## src/rtl/stl_pkg.sv

```systemverilog
// Constants and types for the scan trigger layer controller.
// Assumes a 40 MHz clock and a classic Wishbone register bus.
package stl_pkg;
    localparam int unsigned CLK_NS = 25;
    localparam int unsigned TICK_NS = 1000000;
    localparam logic [7:0] A_CTRL = 8'h00;
    localparam logic [7:0] A_SRC = 8'h04;
    localparam logic [7:0] A_CCNT = 8'h08;
    localparam logic [7:0] A_ACNT = 8'h0C;
    localparam logic [7:0] A_DLY2 = 8'h10;
    localparam logic [7:0] A_DLYC = 8'h14;
    localparam logic [7:0] A_TMR = 8'h18;
    localparam logic [7:0] A_CMD = 8'h1C;
    localparam logic [7:0] A_STAT = 8'h20;
    localparam int CMD_START = 0;
    localparam int CMD_ABORT = 1;
    localparam int CMD_SIGNAL = 2;
    localparam int CMD_BUSTRG = 3;
    localparam int SRC_A1_LSB = 0;
    localparam int SRC_A2_LSB = 4;
    localparam int SRC_CH_LSB = 8;
    localparam int STAT_BUSY = 3;
    localparam logic [26:0] DLY_MAX_MS = 27'h5F5E0FF;
    localparam logic [26:0] DLY_RST = 27'h0;
    localparam logic [15:0] CNT_RST = 16'h1;
    localparam logic [26:0] TMR_RST = 27'h3E8;
    typedef enum logic [2:0] {
        SRC_HOLD, SRC_PASS, SRC_MANUAL, SRC_BUS, SRC_TLINE, SRC_EXT, SRC_TIMER
    } stl_src_t;
    localparam stl_src_t SRC_RST = SRC_PASS;
    typedef enum logic [2:0] {
        ST_IDLE, ST_ARM1, ST_ARM2, ST_DLY2, ST_TRIG, ST_DLYC, ST_STEP
    } stl_state_t;
    typedef struct packed {
        logic manual;
        logic ext;
        logic tline;
    } stl_pins_t;
endpackage

```

## src/rtl/stl_top.sv

```systemverilog
// Trigger model for two arm layers and a channel layer, with register port.
// Assumes pins asynchronous to clk_i and scan_len_i from logic on clk_i.
`timescale 1ns/10ps
module stl_top #(
    parameter int unsigned TICK_CYC = stl_pkg::TICK_NS / stl_pkg::CLK_NS
) (
    input wire logic clk_i,
    input wire logic rst_i,
    input wire logic wb_cyc_i,
    input wire logic wb_stb_i,
    input wire logic wb_we_i,
    input wire logic [7:0] wb_adr_i,
    input wire logic [3:0] wb_sel_i,
    input wire logic [31:0] wb_dat_i,
    output logic [31:0] wb_dat_o,
    output logic wb_ack_o,
    input wire logic [15:0] scan_len_i,
    input wire stl_pkg::stl_pins_t pins_i,
    output logic chan_step_o,
    output logic busy_o
);
    typedef struct packed {
        stl_pkg::stl_state_t st;
        logic ack;
        logic [31:0] rdat;
        logic auto_on;
        stl_pkg::stl_src_t src1;
        stl_pkg::stl_src_t src2;
        stl_pkg::stl_src_t srcc;
        logic [15:0] cnt1;
        logic [15:0] cnt2;
        logic [15:0] cntc;
        logic [26:0] dly2;
        logic [26:0] dlyc;
        logic [26:0] tint;
        logic [15:0] n1;
        logic [15:0] n2;
        logic [15:0] nc;
        logic [26:0] dms;
        logic [15:0] pre;
        logic [26:0] tms;
        logic [15:0] tpre;
        logic tpend;
        logic first;
        logic step;
        logic busy;
        stl_pkg::stl_pins_t s1;
        stl_pkg::stl_pins_t s2;
        stl_pkg::stl_pins_t s3;
    } stl_regs_t;

    stl_regs_t s_r;
    stl_regs_t s_nxt;
    logic wr_acc;
    logic [31:0] cur;
    logic [31:0] wv;
    logic start_w;
    logic abort_w;
    logic sig_w;
    logic bus_w;
    stl_pkg::stl_pins_t evt;
    logic tick_dly;
    logic dly_done;
    logic tick_tmr;
    logic ok1;
    logic ok2;
    logic okc;

    function automatic logic src_ok(input stl_pkg::stl_src_t s, input stl_pkg::stl_pins_t e,
                                    input logic bus, input logic sig, input logic tmr);
        case (s)
            stl_pkg::SRC_HOLD: src_ok = sig;
            stl_pkg::SRC_PASS: src_ok = 1'b1;
            stl_pkg::SRC_MANUAL: src_ok = e.manual;
            stl_pkg::SRC_BUS: src_ok = bus;
            stl_pkg::SRC_TLINE: src_ok = e.tline;
            stl_pkg::SRC_EXT: src_ok = e.ext;
            default: src_ok = tmr;
        endcase
    endfunction

    function automatic logic [26:0] clamp_ms(input logic [31:0] v);
        clamp_ms = (v > {5'h0, stl_pkg::DLY_MAX_MS}) ? stl_pkg::DLY_MAX_MS : v[26:0];
    endfunction

    // Read view of the register file
    always_comb begin
        if (wb_adr_i == stl_pkg::A_CTRL) begin
            cur = {31'h0, s_r.auto_on};
        end else if (wb_adr_i == stl_pkg::A_SRC) begin
            cur = {21'h0, s_r.srcc, 1'b0, s_r.src2, 1'b0, s_r.src1};
        end else if (wb_adr_i == stl_pkg::A_CCNT) begin
            cur = {16'h0, s_r.cntc};
        end else if (wb_adr_i == stl_pkg::A_ACNT) begin
            cur = {s_r.cnt2, s_r.cnt1};
        end else if (wb_adr_i == stl_pkg::A_DLY2) begin
            cur = {5'h0, s_r.dly2};
        end else if (wb_adr_i == stl_pkg::A_DLYC) begin
            cur = {5'h0, s_r.dlyc};
        end else if (wb_adr_i == stl_pkg::A_TMR) begin
            cur = {5'h0, s_r.tint};
        end else if (wb_adr_i == stl_pkg::A_STAT) begin
            cur = {s_r.nc, 12'h0, s_r.busy, s_r.st};
        end else begin
            cur = 32'h0;
        end
    end

    // Byte lanes not selected keep their old contents
    assign wv = {wb_sel_i[3] ? wb_dat_i[31:24] : cur[31:24],
                 wb_sel_i[2] ? wb_dat_i[23:16] : cur[23:16],
                 wb_sel_i[1] ? wb_dat_i[15:8] : cur[15:8],
                 wb_sel_i[0] ? wb_dat_i[7:0] : cur[7:0]};
    assign wr_acc = wb_cyc_i & wb_stb_i & wb_we_i & s_r.ack;
    assign start_w = wr_acc && wb_adr_i == stl_pkg::A_CMD && wb_dat_i[stl_pkg::CMD_START];
    assign abort_w = wr_acc && wb_adr_i == stl_pkg::A_CMD && wb_dat_i[stl_pkg::CMD_ABORT];
    assign sig_w = wr_acc && wb_adr_i == stl_pkg::A_CMD && wb_dat_i[stl_pkg::CMD_SIGNAL];
    assign bus_w = wr_acc && wb_adr_i == stl_pkg::A_CMD && wb_dat_i[stl_pkg::CMD_BUSTRG];
    // Edges from second and third stages only
    assign evt = s_r.s2 & ~s_r.s3;
    assign tick_dly = s_r.pre == 16'(TICK_CYC - 1);
    assign tick_tmr = s_r.tpre == 16'(TICK_CYC - 1);
    assign dly_done = (s_r.st == stl_pkg::ST_DLY2) ? s_r.dms == s_r.dly2 : s_r.dms == s_r.dlyc;
    assign ok1 = src_ok(s_r.src1, evt, bus_w, sig_w, s_r.first | s_r.tpend);
    assign ok2 = src_ok(s_r.src2, evt, bus_w, sig_w, s_r.first | s_r.tpend);
    assign okc = src_ok(s_r.srcc, evt, bus_w, sig_w, s_r.first | s_r.tpend);

    always_comb begin
        s_nxt = s_r;
        s_nxt.s1 = pins_i;
        s_nxt.s2 = s_r.s1;
        s_nxt.s3 = s_r.s2;
        s_nxt.step = 1'b0;
        // One-cycle ack per request, dropped the cycle after
        s_nxt.ack = wb_cyc_i & wb_stb_i & ~s_r.ack;
        if (wb_cyc_i & wb_stb_i & ~s_r.ack) begin
            s_nxt.rdat = cur;
        end
        if (wr_acc) begin
            if (wb_adr_i == stl_pkg::A_CTRL) begin
                s_nxt.auto_on = wv[0];
            end else if (wb_adr_i == stl_pkg::A_SRC) begin
                s_nxt.src1 = stl_pkg::stl_src_t'(wv[stl_pkg::SRC_A1_LSB +: 3]);
                s_nxt.src2 = stl_pkg::stl_src_t'(wv[stl_pkg::SRC_A2_LSB +: 3]);
                s_nxt.srcc = stl_pkg::stl_src_t'(wv[stl_pkg::SRC_CH_LSB +: 3]);
            end else if (wb_adr_i == stl_pkg::A_CCNT) begin
                s_nxt.cntc = wv[15:0];
                s_nxt.auto_on = 1'b0;
            end else if (wb_adr_i == stl_pkg::A_ACNT) begin
                s_nxt.cnt1 = wv[15:0];
                s_nxt.cnt2 = wv[31:16];
            end else if (wb_adr_i == stl_pkg::A_DLY2) begin
                s_nxt.dly2 = clamp_ms(wv);
            end else if (wb_adr_i == stl_pkg::A_DLYC) begin
                s_nxt.dlyc = clamp_ms(wv);
            end else if (wb_adr_i == stl_pkg::A_TMR) begin
                s_nxt.tint = (wv[26:0] == 27'h0) ? 27'h1 : wv[26:0];
            end
        end
        // Follows every cycle, so enable and later list edits both land
        if (s_nxt.auto_on) begin
            s_nxt.cntc = (scan_len_i == 16'h0) ? 16'h1 : scan_len_i;
        end
        // Free interval timer while a run is active
        if (s_r.busy) begin
            s_nxt.tpre = tick_tmr ? 16'h0 : s_r.tpre + 16'h1;
            if (tick_tmr) begin
                s_nxt.tms = s_r.tms + 27'h1;
            end
        end
        // Delay prescaler, one count per millisecond
        s_nxt.pre = tick_dly ? 16'h0 : s_r.pre + 16'h1;
        if (tick_dly && !dly_done) begin
            s_nxt.dms = s_r.dms + 27'h1;
        end
        case (s_r.st)
            stl_pkg::ST_IDLE: begin
                if (start_w) begin
                    s_nxt.st = stl_pkg::ST_ARM1;
                    s_nxt.busy = 1'b1;
                    s_nxt.first = 1'b1;
                    s_nxt.n1 = 16'h0;
                    s_nxt.tms = 27'h0;
                    s_nxt.tpre = 16'h0;
                    s_nxt.tpend = 1'b0;
                end
            end
            stl_pkg::ST_ARM1: begin
                if (ok1) begin
                    s_nxt.st = stl_pkg::ST_ARM2;
                    s_nxt.first = 1'b1;
                    s_nxt.n2 = 16'h0;
                    if (s_r.src1 == stl_pkg::SRC_TIMER && !s_r.first) begin
                        s_nxt.tpend = 1'b0;
                    end
                end
            end
            stl_pkg::ST_ARM2: begin
                if (ok2) begin
                    s_nxt.st = stl_pkg::ST_DLY2;
                    s_nxt.first = 1'b0;
                    s_nxt.dms = 27'h0;
                    s_nxt.pre = 16'h0;
                    if (s_r.src2 == stl_pkg::SRC_TIMER && !s_r.first) begin
                        s_nxt.tpend = 1'b0;
                    end
                end
            end
            stl_pkg::ST_DLY2: begin
                if (dly_done) begin
                    s_nxt.st = stl_pkg::ST_TRIG;
                    s_nxt.first = 1'b1;
                    s_nxt.nc = 16'h0;
                end
            end
            stl_pkg::ST_TRIG: begin
                if (okc) begin
                    s_nxt.st = stl_pkg::ST_DLYC;
                    s_nxt.first = 1'b0;
                    s_nxt.dms = 27'h0;
                    s_nxt.pre = 16'h0;
                    if (s_r.srcc == stl_pkg::SRC_TIMER && !s_r.first) begin
                        s_nxt.tpend = 1'b0;
                    end
                end
            end
            stl_pkg::ST_DLYC: begin
                if (dly_done) begin
                    s_nxt.st = stl_pkg::ST_STEP;
                end
            end
            default: begin
                // A count of zero loops forever
                s_nxt.step = 1'b1;
                s_nxt.nc = s_r.nc + 16'h1;
                s_nxt.first = 1'b0;
                s_nxt.st = stl_pkg::ST_TRIG;
                if (s_r.cntc != 16'h0 && s_r.nc + 16'h1 >= s_r.cntc) begin
                    s_nxt.n2 = s_r.n2 + 16'h1;
                    s_nxt.st = stl_pkg::ST_ARM2;
                    if (s_r.cnt2 != 16'h0 && s_r.n2 + 16'h1 >= s_r.cnt2) begin
                        s_nxt.n1 = s_r.n1 + 16'h1;
                        s_nxt.st = stl_pkg::ST_ARM1;
                        if (s_r.cnt1 != 16'h0 && s_r.n1 + 16'h1 >= s_r.cnt1) begin
                            s_nxt.st = stl_pkg::ST_IDLE;
                            s_nxt.busy = 1'b0;
                        end
                    end
                end
            end
        endcase
        // Expiry after the clear, so a coincident expiry is kept
        if (s_r.busy && tick_tmr && s_r.tms + 27'h1 >= s_r.tint) begin
            s_nxt.tms = 27'h0;
            s_nxt.tpend = 1'b1;
        end
        if (abort_w) begin
            s_nxt.st = stl_pkg::ST_IDLE;
            s_nxt.busy = 1'b0;
        end
    end

    always_ff @(posedge clk_i) begin
        if (rst_i) begin
            s_r <= '0;
            s_r.st <= stl_pkg::ST_IDLE;
            s_r.src1 <= stl_pkg::SRC_RST;
            s_r.src2 <= stl_pkg::SRC_RST;
            s_r.srcc <= stl_pkg::SRC_RST;
            s_r.cnt1 <= stl_pkg::CNT_RST;
            s_r.cnt2 <= stl_pkg::CNT_RST;
            s_r.cntc <= stl_pkg::CNT_RST;
            s_r.dly2 <= stl_pkg::DLY_RST;
            s_r.dlyc <= stl_pkg::DLY_RST;
            s_r.tint <= stl_pkg::TMR_RST;
        end else begin
            s_r <= s_nxt;
        end
    end

    assign wb_ack_o = s_r.ack;
    assign wb_dat_o = s_r.rdat;
    assign chan_step_o = s_r.step;
    assign busy_o = s_r.busy;
endmodule // stl_top

```

## config.mk

```make
export PLATFORM = sky130hd
export DESIGN_NAME = stl_top
export DESIGN_NICKNAME = d
export VERILOG_FILES = /design/src/rtl/stl_pkg.sv /design/src/rtl/stl_top.sv
export SDC_FILE = /design/constraint.sdc
export NUM_CORES = 1
export LEC_CHECK = 0
export ABC_AREA = 1
export BUFFER_PORTS_ARGS = -buffer_cell sky130_fd_sc_hd__buf_2
export CAP_MARGIN = 25
export CORE_MARGIN = 1.5
export CORE_UTILIZATION = 40
export DETAILED_ROUTE_END_ITERATION = 10
export GPL_TIMING_DRIVEN = 1
export PLACE_DENSITY = 0.54
export RECOVER_POWER = 25
export SYNTH_ARGS = -nofsm -noshare
export SYNTH_HDL_FRONTEND = slang
export SYNTH_SLANG_ARGS = --single-unit
```

## constraint.sdc

```tcl
create_clock -name clk_i -period 4.4 [get_ports clk_i]
set_input_delay 0.88 -clock clk_i [delete_from_list [all_inputs] [get_ports clk_i]]
set_output_delay 0.88 -clock clk_i [all_outputs]
set_load 0.02 [all_outputs]
```

Word level (Yosys, flattened, before mapping) --
Index checks and enable logic that the tools add are counted.
Word-level totals: register bits after elaboration 322, bits of input ports 68, output and inout port bits 35
Cells by class: add/sub/neg operators 7, $lt $le $gt $ge 5, eq/ne operators 50, mux-type cells 81, bitwise gates (word level) 18, reduce and logical (&&, ||, !) cells 52
Operators by type and width (number):
- 32-bit 2-to-1 mux | 11
- 27-bit 2-to-1 mux | 8
- 43-bit 2-to-1 mux | 4
- 81-bit 2-to-1 mux | 2
- 16-bit 2-to-1 mux | 9
- 139-bit 2-to-1 mux | 1
- 138-bit 2-to-1 mux | 1
- 129-bit 2-to-1 mux | 1
- 16-bit one-hot mux with 2 select lines | 3
- 43-bit one-hot mux with 2 select lines | 1
- 16-bit by 1-bit adder with 16-bit output, second input constant | 5
- 27-bit by 1-bit adder with 27-bit output, second input constant | 2
- 27-bit equality test | 2
- 54-bit 2-to-1 mux | 1
- 16-bit greater-or-equal comparator | 3
- 16-bit nonzero test | 3
- 45-bit 2-to-1 mux | 1
- 3-bit equality test, second input constant | 11
- 16-bit equality test, second input constant | 2
- 8-bit by 5-bit equality test with 1-bit output, second input constant | 4
- 32-bit by 27-bit greater-than comparator with 1-bit output, second input constant | 1
- 8-bit 2-to-1 mux | 4
- 27-bit greater-or-equal comparator | 1
- 27-bit zero test | 1
- other kinds (37) | 131

Longest topological paths before layout --
Gate-level depths: netlist of the first run.
word-level depth 22, depth in mapped cells 25, mapped depth without buffers 24

Worst setup path before layout of the first run --
Ideal clock, no wire load.
path type register to register, start reg s_r[99] (netlist name), end reg s_r[138] (netlist name), library setup time 65 ps, data arrival time 3418 ps, data required time 4335 ps, path slack 917 ps, cell stages (with the launch flop) 23, cells stage by stage dfxtp_1 > ha_1 > nand3_1 > nor3b_1 > nand3_1 > nor3_1 > nand3_1 > nor3_1 > xor2_1 > ha_1 > nand2_1 > inv_1 > nand3_1 > nor3_1 > nand2_1 > nand3_1 > nand2_1 > nor2_1 > nand2_1 > nor2_1 > buf_2 > a22oi_1 > nor2_1
On the way: cells in the longest elaborated chain, start to end 5
RTL lines:
- start, declared | RTL line stl_top.sv:52 | stl_regs_t s_r;
- start signal, assigned | RTL line stl_top.sv:277 | s_r <= s_nxt;
- 16-bit by 1-bit adder with 16-bit output | RTL line stl_top.sv:238 | if (s_r.cntc != 16'h0 && s_r.nc + 16'h1 >= s_r.cntc) begin
- 16-bit greater-or-equal comparator | RTL line stl_top.sv:238
- 1-bit logical AND | RTL line stl_top.sv:238
- 2-bit nonzero test (no line)
- 4-bit AND reduction (no line)
Every way passes these cells. A chain may end at the register's enable or synchronous reset.

Final worst setup path of the first run --
start in wb_adr_i[2], end reg s_r[235] (netlist name)
On the way: cells in the longest elaborated chain, start to end 14, elaborated cells between the ends (all ways) 30, those cells by class 9 x eq/ne; 17 x mux; 4 x reduce/logical
RTL lines:
- start, declared | RTL line stl_top.sv:12 | input wire logic [7:0] wb_adr_i,
- 8-bit by 6-bit equality test with 1-bit output or 8-bit by 5-bit equality test with 1-bit output (tied branches) | RTL line stl_top.sv:102, stl_top.sv:100
- 32-bit 2-to-1 mux, on equally long branches | RTL line stl_top.sv:102, stl_top.sv:100
- 32-bit 2-to-1 mux, on equally long branches | RTL line stl_top.sv:100, stl_top.sv:98
- 32-bit 2-to-1 mux, on equally long branches | RTL line stl_top.sv:98, stl_top.sv:96
- 32-bit 2-to-1 mux, on equally long branches | RTL line stl_top.sv:96, stl_top.sv:94
- 32-bit 2-to-1 mux, on equally long branches | RTL line stl_top.sv:94, stl_top.sv:92
- 32-bit 2-to-1 mux, on equally long branches | RTL line stl_top.sv:92, stl_top.sv:90
- 32-bit 2-to-1 mux, on equally long branches | RTL line stl_top.sv:90, stl_top.sv:88
- 32-bit 2-to-1 mux or 8-bit 2-to-1 mux (tied branches) | RTL line stl_top.sv:88, stl_top.sv:113
- 8-bit 2-to-1 mux or 16-bit 2-to-1 mux (tied branches) | RTL line stl_top.sv:113, stl_top.sv:146
- 1-bit 2-to-1 mux or 129-bit 2-to-1 mux (tied branches) | RTL line stl_top.sv:140, stl_top.sv:142
- 139-bit 2-to-1 mux or 138-bit 2-to-1 mux (tied branches) | RTL line stl_top.sv:139, stl_top.sv:140
- 2-bit inequality test (no line) (tied with other cells)
- 4-bit AND reduction (no line) or 16-bit 2-to-1 mux (tied branches)
Several ways; a longest one is shown, not always the timed one. The select of a mux whose other input is x is not followed.

==> reports/metrics.cfg, run 1 <==
[critical_path]
critPathKind=in2reg
r2r_cells=21
worstSetupStartpointType=input pin
cp-end-kind=flop
cp.arrival_ps=4530
crit_fanout=14
r2r-start=s_r[99]
r2r_slack_ps=390
worstSetupStartpoint=wb_adr_i[2]
worstPathRequired_ps=4900

[hold_path]
hold_path.class=reg2reg
hp-start=s_nxt[4]
hold_depth=2

[cts]
clock_path_buffers=3
cts_num_sinks=322
htreeDepth=2
post_cts_resized=0
hold_buffers=0
root_buffer=clkbuf_16
post_cts_buffers=0
cts_inserted_buffers=41
clkLatencyLatePin_ps=580
cts_tree=built
clk_pin_slew_ps=50

[power]
p_comb_frac=0.178
p_sw_frac=0.309
intPower_mw=5.58
p_switching_mw=2.50
cellPowerDensity_mw_per_mm2=363
seq_power_share=0.377
p_leak_nw=9.55
power_mw=8.07
pwr-share-clk=0.445
ir_drop_mv=0.219

[yosys]
ys.flop_type=dfxtp_1
synth-edff-count=0
syn_nets=3169
yosysWarnings=0
synth_cell_types=51
synthCells=3017
avgSynthCellArea_um2=6.62
yosysSeqAreaShare=0.323
syn_area_mm2=0.0200
synth-seq-cells=322
async_flop_share=0

[run_status]
status=finished, final reports clean

[sta]
period_needed_ps=4030
finalHoldViolCount=0
slew_headroom=0.129
clock.fmax_ghz=0.248
hold_ws_ps=399
layout_setup_ws_ps=367
finalCritPeriodShare=0.917
clock_skew_ps=27.4
worstMarginPinSlew_ps=1290
setup_viol=0
maxSlewViolCount=0

[grt]
grt_usage=0.273
first_global_vias=18830
antenna_found_initial=2
overflow=0
grt_pass1_wl_um=109000
grt_max_degree=87

[floorplan]
std_cell_rows=81
die_x_um=227
die_h_um=227
start_util=0.407
ios=103
dieArea_mm2=0.0513
core_area_mm2=0.0492

[finish]
layout-drive-gt1-share=0.0906
fin_util=0.453
num_antenna_cells=0
nets=3214
postLayoutCellArea_mm2=0.0222
fillers=5178
syn_to_final_growth_pct=11.3

[place]
port-buffer-count=102
preCtsSetupSlack_ps=133
place_area_mm2=0.0209
dp_hpwl_um=53000
gp_congestion=0.958

[flow_run]
cap_violations=0

[detailed_routing]
vias=20006
drt-total-wl_um=69500
drt-vias-per-instance=5.33
drt_iter0_markers=1674
drtPass1Iterations=7
drcViolationCount=0
ant_nets=0
wl_per_cell_um=18.5

==> power by group through the flow <==
stage	combinational [mW]	clock, mW	sequential [mW]
3_3_place_gp	1.41	0	3.11
6_report	1.44	3.59	3.05
5_1_grt	1.58	3.77	3.05
4_1_cts	1.42	3.65	3.04
2_1_floorplan	0.937	0	3.09
3_5_place_dp	1.41	0	3.11
==> worst max-delay path, cell delays in order <==
cell and delay [ps]:
clkbuf_1 150, inv_1 260, nand2_2 70, nor2_1 710
nand2_1 450, inv_1 290, a21oi_1 120, o21ai_0 260
o21ai_0 420, nand2_1 160, nand2_1 280, o21ai_0 230
o21ai_0 110, a21oi_1 140
==> cell usage in the layout, fill, tap and decap left out, drive strengths merged, types with 39 or more instances in the layout <==
| master | n |
|---|---|
| o21ai | 270 |
| nand4 | 46 |
| nor2 | 330 |
| inv | 441 |
| nor3 | 67 |
| xor2 | 92 |
| buf | 101 |
| a21oi | 225 |
| ha | 84 |
| nand2 | 624 |
| clkbuf | 97 |
| nand3 | 195 |
| dfxtp | 322 |
| nor4 | 39 |
==> cell usage after synthesis (6+ instances only) <==
library cell,number,share of area
o21ai_1,17,0.0043
nor2_2,9,0.0028
buf_6,8,0.0045
inv_1,423,0.079
a22oi_1,15,0.0056
o21ai_0,251,0.063
nand3b_1,6,0.0023
buf_4,38,0.014
ha_1,84,0.053
clkinv_1,7,0.0013
xor2_1,92,0.040
nand3_1,170,0.043
o211ai_1,36,0.014
a211oi_1,12,0.0045
nand2_1,601,0.11
xnor2_1,10,0.0044
nor3_1,65,0.016
clkbuf_1,64,0.012
inv_2,15,0.0028
nor3b_1,9,0.0034
nand2_2,19,0.0059
or2_2,23,0.0072
buf_2,21,0.0053
a21oi_1,225,0.056
nor2_1,316,0.059
nand3_2,25,0.013
nor4_1,39,0.012
nand4_1,46,0.014
dfxtp_1,322,0.32
==> per-stage QoR <==
stage / TNS (ps) / std cells
after global placement: 0 / 3683
after global routing: -1.42 / 3755
after floorplan: 0 / 3017
after CTS: 0 / 3755
after detailed placement: 0 / 3683
final: 0 / 3755
==> layout make-up <==
type / count / area (µm²) / share of cell area
well taps: 664 / 831 / 0.0373
repair buffers: 141 / 773 / 0.0348
clock inverters: 15 / 210 / 0.00945
multi-input cells: 2110 / 11100 / 0.499
flip-flops and latches: 322 / 6450 / 0.290
inverters: 446 / 1680 / 0.0755
clock buffers: 57 / 1210 / 0.0542
==> kinds of logic after synthesis <==
logic type / count (synthesis) / synth area share
simple gates: 1342 / 0.299
buf+inv: 585 / 0.123
compound gates: 581 / 0.158
flops: 322 / 0.323
xor+xnor: 102 / 0.0447
fa+ha+maj: 84 / 0.0526
mux: 1 / 0.000501
==> routing by layer <==
metal  global-route usage  part of all wire  up-vias  routed length, µm
met5                    0           0.00036        -                 25
met4               0.0910             0.036        4               2480
met3               0.0439             0.068      148               4710
met2                0.432              0.44      706              30600
met1                0.375              0.46     9270              31600
li1                     -                 -     9878                  -
==> registers in the layout (all words and copies together) (netlist names) <==
register / flops
wb_ack_o: 1
s_nxt: 6
chan_step_o: 1
s_r: 281
busy_o: 1
wb_dat_o: 32
==> path summary, 6_finish.rpt <==
kind / end
min: s_nxt[1]
max: s_r[235]
max reg2reg: s_r[128]
min reg2reg: s_nxt[1]
(Power assumes the default switching activity.)
==> run 2, diff against run 1 <==
CORE_ASPECT_RATIO = 2   (was default)
==> run 2 against run 1 <==
  * The flow now finishes with violations (max-capacitance violations, max-slew violations)
  * Critical path depth increased by 7
  * Flip-flop and latch count unchanged
  * First-iteration DRC count down 33%
  * Register-to-register slack improved by 20 ps
  * Hold slack better by 12 ps
  * Sequential share of layout area is 0.31 points higher
  * Combinational power about the same
  * Count of clock-buffer cells in the layout down 8
  * Clock power decreased by 11%
  * Core utilization down 0.53 points
  * Final area is 1.1% lower
  * Setup slack gained 46 ps
==> reports/metrics.cfg, run 2 (synthesis gave the netlist of run 1 again) <==
[critical_path]
cp-end-kind=flop  ; unchanged
worstSetupStartpointType=flop  ; was input pin
cp.arrival_ps=4420  ; was 4530 ps
worstPathRequired_ps=4840  ; was 4900 ps
r2r_cells=21  ; unchanged
critPathKind=reg2reg  ; was in2reg
r2r_slack_ps=410  ; was 390 ps
r2r-start=s_r[99]  ; unchanged
crit_fanout=15  ; was 14
timing.rr.end=s_r[129]  ; was s_r[128]

[flow_run]
cap_violations=3  ; was 0

[hold_path]
hold_path_end=s_nxt[0]  ; was s_nxt[1]
hold_depth=2  ; unchanged
hp-start=s_nxt[3]  ; was s_nxt[4]
hold_path.class=reg2reg  ; unchanged

[finish]
final_cell_mix=601 x nand2_1, 423 x inv_1, 322 x dfxtp_1  ; was 601 x nand2_1, 426 x inv_1, 322 x dfxtp_1
fin_util=0.447  ; was 0.453
top_register=s_r  ; unchanged
nets=3203  ; was 3214
final_common_cell=nand2_1  ; unchanged
layout-drive-gt1-share=0.0886  ; was 0.0906
largest_reg_flops=281  ; unchanged
syn_to_final_growth_pct=10.1  ; was 11.3%
num_antenna_cells=0  ; unchanged
fillers=5270  ; was 5178

[grt]
grt_usage=0.276  ; was 0.273
antenna_found_initial=0  ; was 2
overflow=0  ; unchanged
grt_pass1_wl_um=109000  ; about the same
grt_max_degree=80  ; was 87
first_global_vias=19480  ; was 18830

[place]
gp_congestion=0.986  ; was 0.958
port-buffer-count=102  ; unchanged
preCtsSetupSlack_ps=237  ; was 133 ps
dp_hpwl_um=55700  ; was 53000 µm

[floorplan]
die_h_um=319  ; was 227 µm
ios=103  ; unchanged
std_cell_rows=115  ; was 81
die_x_um=161  ; was 227 µm
start_util=0.406  ; was 0.407
dieArea_mm2=0.0514  ; was 0.0513 mm²
core_area_mm2=0.0492  ; about the same

[sta]
finalCritPeriodShare=0.906  ; was 0.917
clock_skew_ps=18.4  ; was 27.4 ps
clock.fmax_ghz=0.251  ; was 0.248 GHz
rsz0062_at_grt=false
setup_viol=0  ; unchanged
worstMarginPinSlew_ps=2080  ; was 1290 ps
tns_ps=0  ; unchanged
slew_headroom=-0.385  ; was 0.129
period_needed_ps=3990  ; was 4030 ps
finalHoldViolCount=0  ; unchanged
layout_setup_ws_ps=413  ; was 367 ps
maxSlewViolCount=136  ; was 0

[run_status]
violations=max-capacitance violations, max-slew violations
status=finished, violations left  ; was finished, final reports clean

[power]
p_leak_nw=9.42  ; was 9.55 nW
cellPowerDensity_mw_per_mm2=347  ; was 363 mW/mm²
ir_drop_mv=0.306  ; was 0.219 mV
power_mw=7.64  ; was 8.07 mW

[cts]
clock_path_buffers=3  ; unchanged
cts_num_sinks=322  ; unchanged
clk_pin_slew_ps=60  ; was 50 ps
root_buffer=clkbuf_16  ; unchanged
htreeDepth=2  ; unchanged
hold_buffers=0  ; unchanged
cts_inserted_buffers=35  ; was 41
cts_tree=built  ; unchanged
clkLatencyLatePin_ps=550  ; was 580 ps

[detailed_routing]
vias=19822  ; was 20006
drtPass1Iterations=5  ; was 7
drt-vias-per-instance=5.34  ; was 5.33
ant_nets=0  ; unchanged
wl_per_cell_um=19.1  ; was 18.5 µm
drcViolationCount=0  ; unchanged
drt_iter0_markers=1128  ; was 1674
drt-total-wl_um=71100  ; was 69500 µm

==> run 2: changes by cell type in the layout (fill, tap and decap cells not counted), sizes merged <==
cell	change
bufinv	-1
inv	-1
clkinv	-5
buf	-3
clkbuf	-10
==> run 2: power breakdown <==
| group | switching, mW | internal (mW) | total [mW] |
|---|---|---|---|
| logic | 1.03 | 0.394 | 1.42 |
| registers | 0.0651 | 2.98 | 3.04 |
| clock network | 1.29 | 1.89 | 3.18 |
| total | 2.38 | 5.27 | 7.64 |
==> run 2: what timing repair did <==
action / in CTS / in global routing
endpoints found under the setup margin: 0 / 58
setup buffers: 0 / 1
resized for setup: 0 / 7
==> run 2: layout make-up <==
type	count	area [µm²]	area share
sequential	322	6450	0.293
inverter	446	1680	0.0762
clock buffer	49	1050	0.0477
timing repair buffer	136	762	0.0346
multi-input combinational	2110	11100	0.505
clock inverter	8	145	0.00659
tap	643	805	0.0366
==> run 2: critical path, stage by stage (launching register included) <==
cell and delay, ps:
dfxtp_1 440, ha_1 240, nand3_1 140, nor3b_2 230
nand3_1 150, nor3_2 190, nand3_1 150, nor3_1 210
xor2_1 130, ha_1 280, nand2_1 50, inv_1 60
nand3_1 80, nor3_1 210, nand2_1 100, nand3_1 100
nand2_1 200, nand2_1 140, nand3_2 130, inv_1 380
nand3_1 130, a21oi_1 150
==> run 2: metrics by stage <==
stage	cells	area, µm²	hold slack (ps)
floorplan	3017	20000	388
global placement	3656	20800	401
detailed placement	3656	20800	401
CTS	3713	22000	410
global route	3714	22000	445
finish	3714	22000	411
==> run 2: worst max path at each step <==
stage,from,end,slack [ps],cells after the start
final,s_r[99],s_r[129],410,21
after CTS,s_r[29],s_r[54],200,18
after global routing,s_r[99],s_r[124],40,21
after detailed placement,s_r[29],s_r[55],240,18
after floorplan,s_r[99],s_r[138],920,22
after global placement,s_r[29],s_r[54],320,18
==> run 2: routing by layer <==
| layer | share of wire | up-vias | GRT usage | wire (µm) |
|---|---|---|---|---|
| li1 | - | 9838 | - | - |
| met1 | 0.37 | 9122 | 0.287 | 26400 |
| met2 | 0.50 | 618 | 0.499 | 35600 |
| met3 | 0.042 | 244 | 0.0320 | 2970 |
| met4 | 0.087 | 0 | 0.213 | 6160 |
| met5 | 0 | - | 0 | 0 |
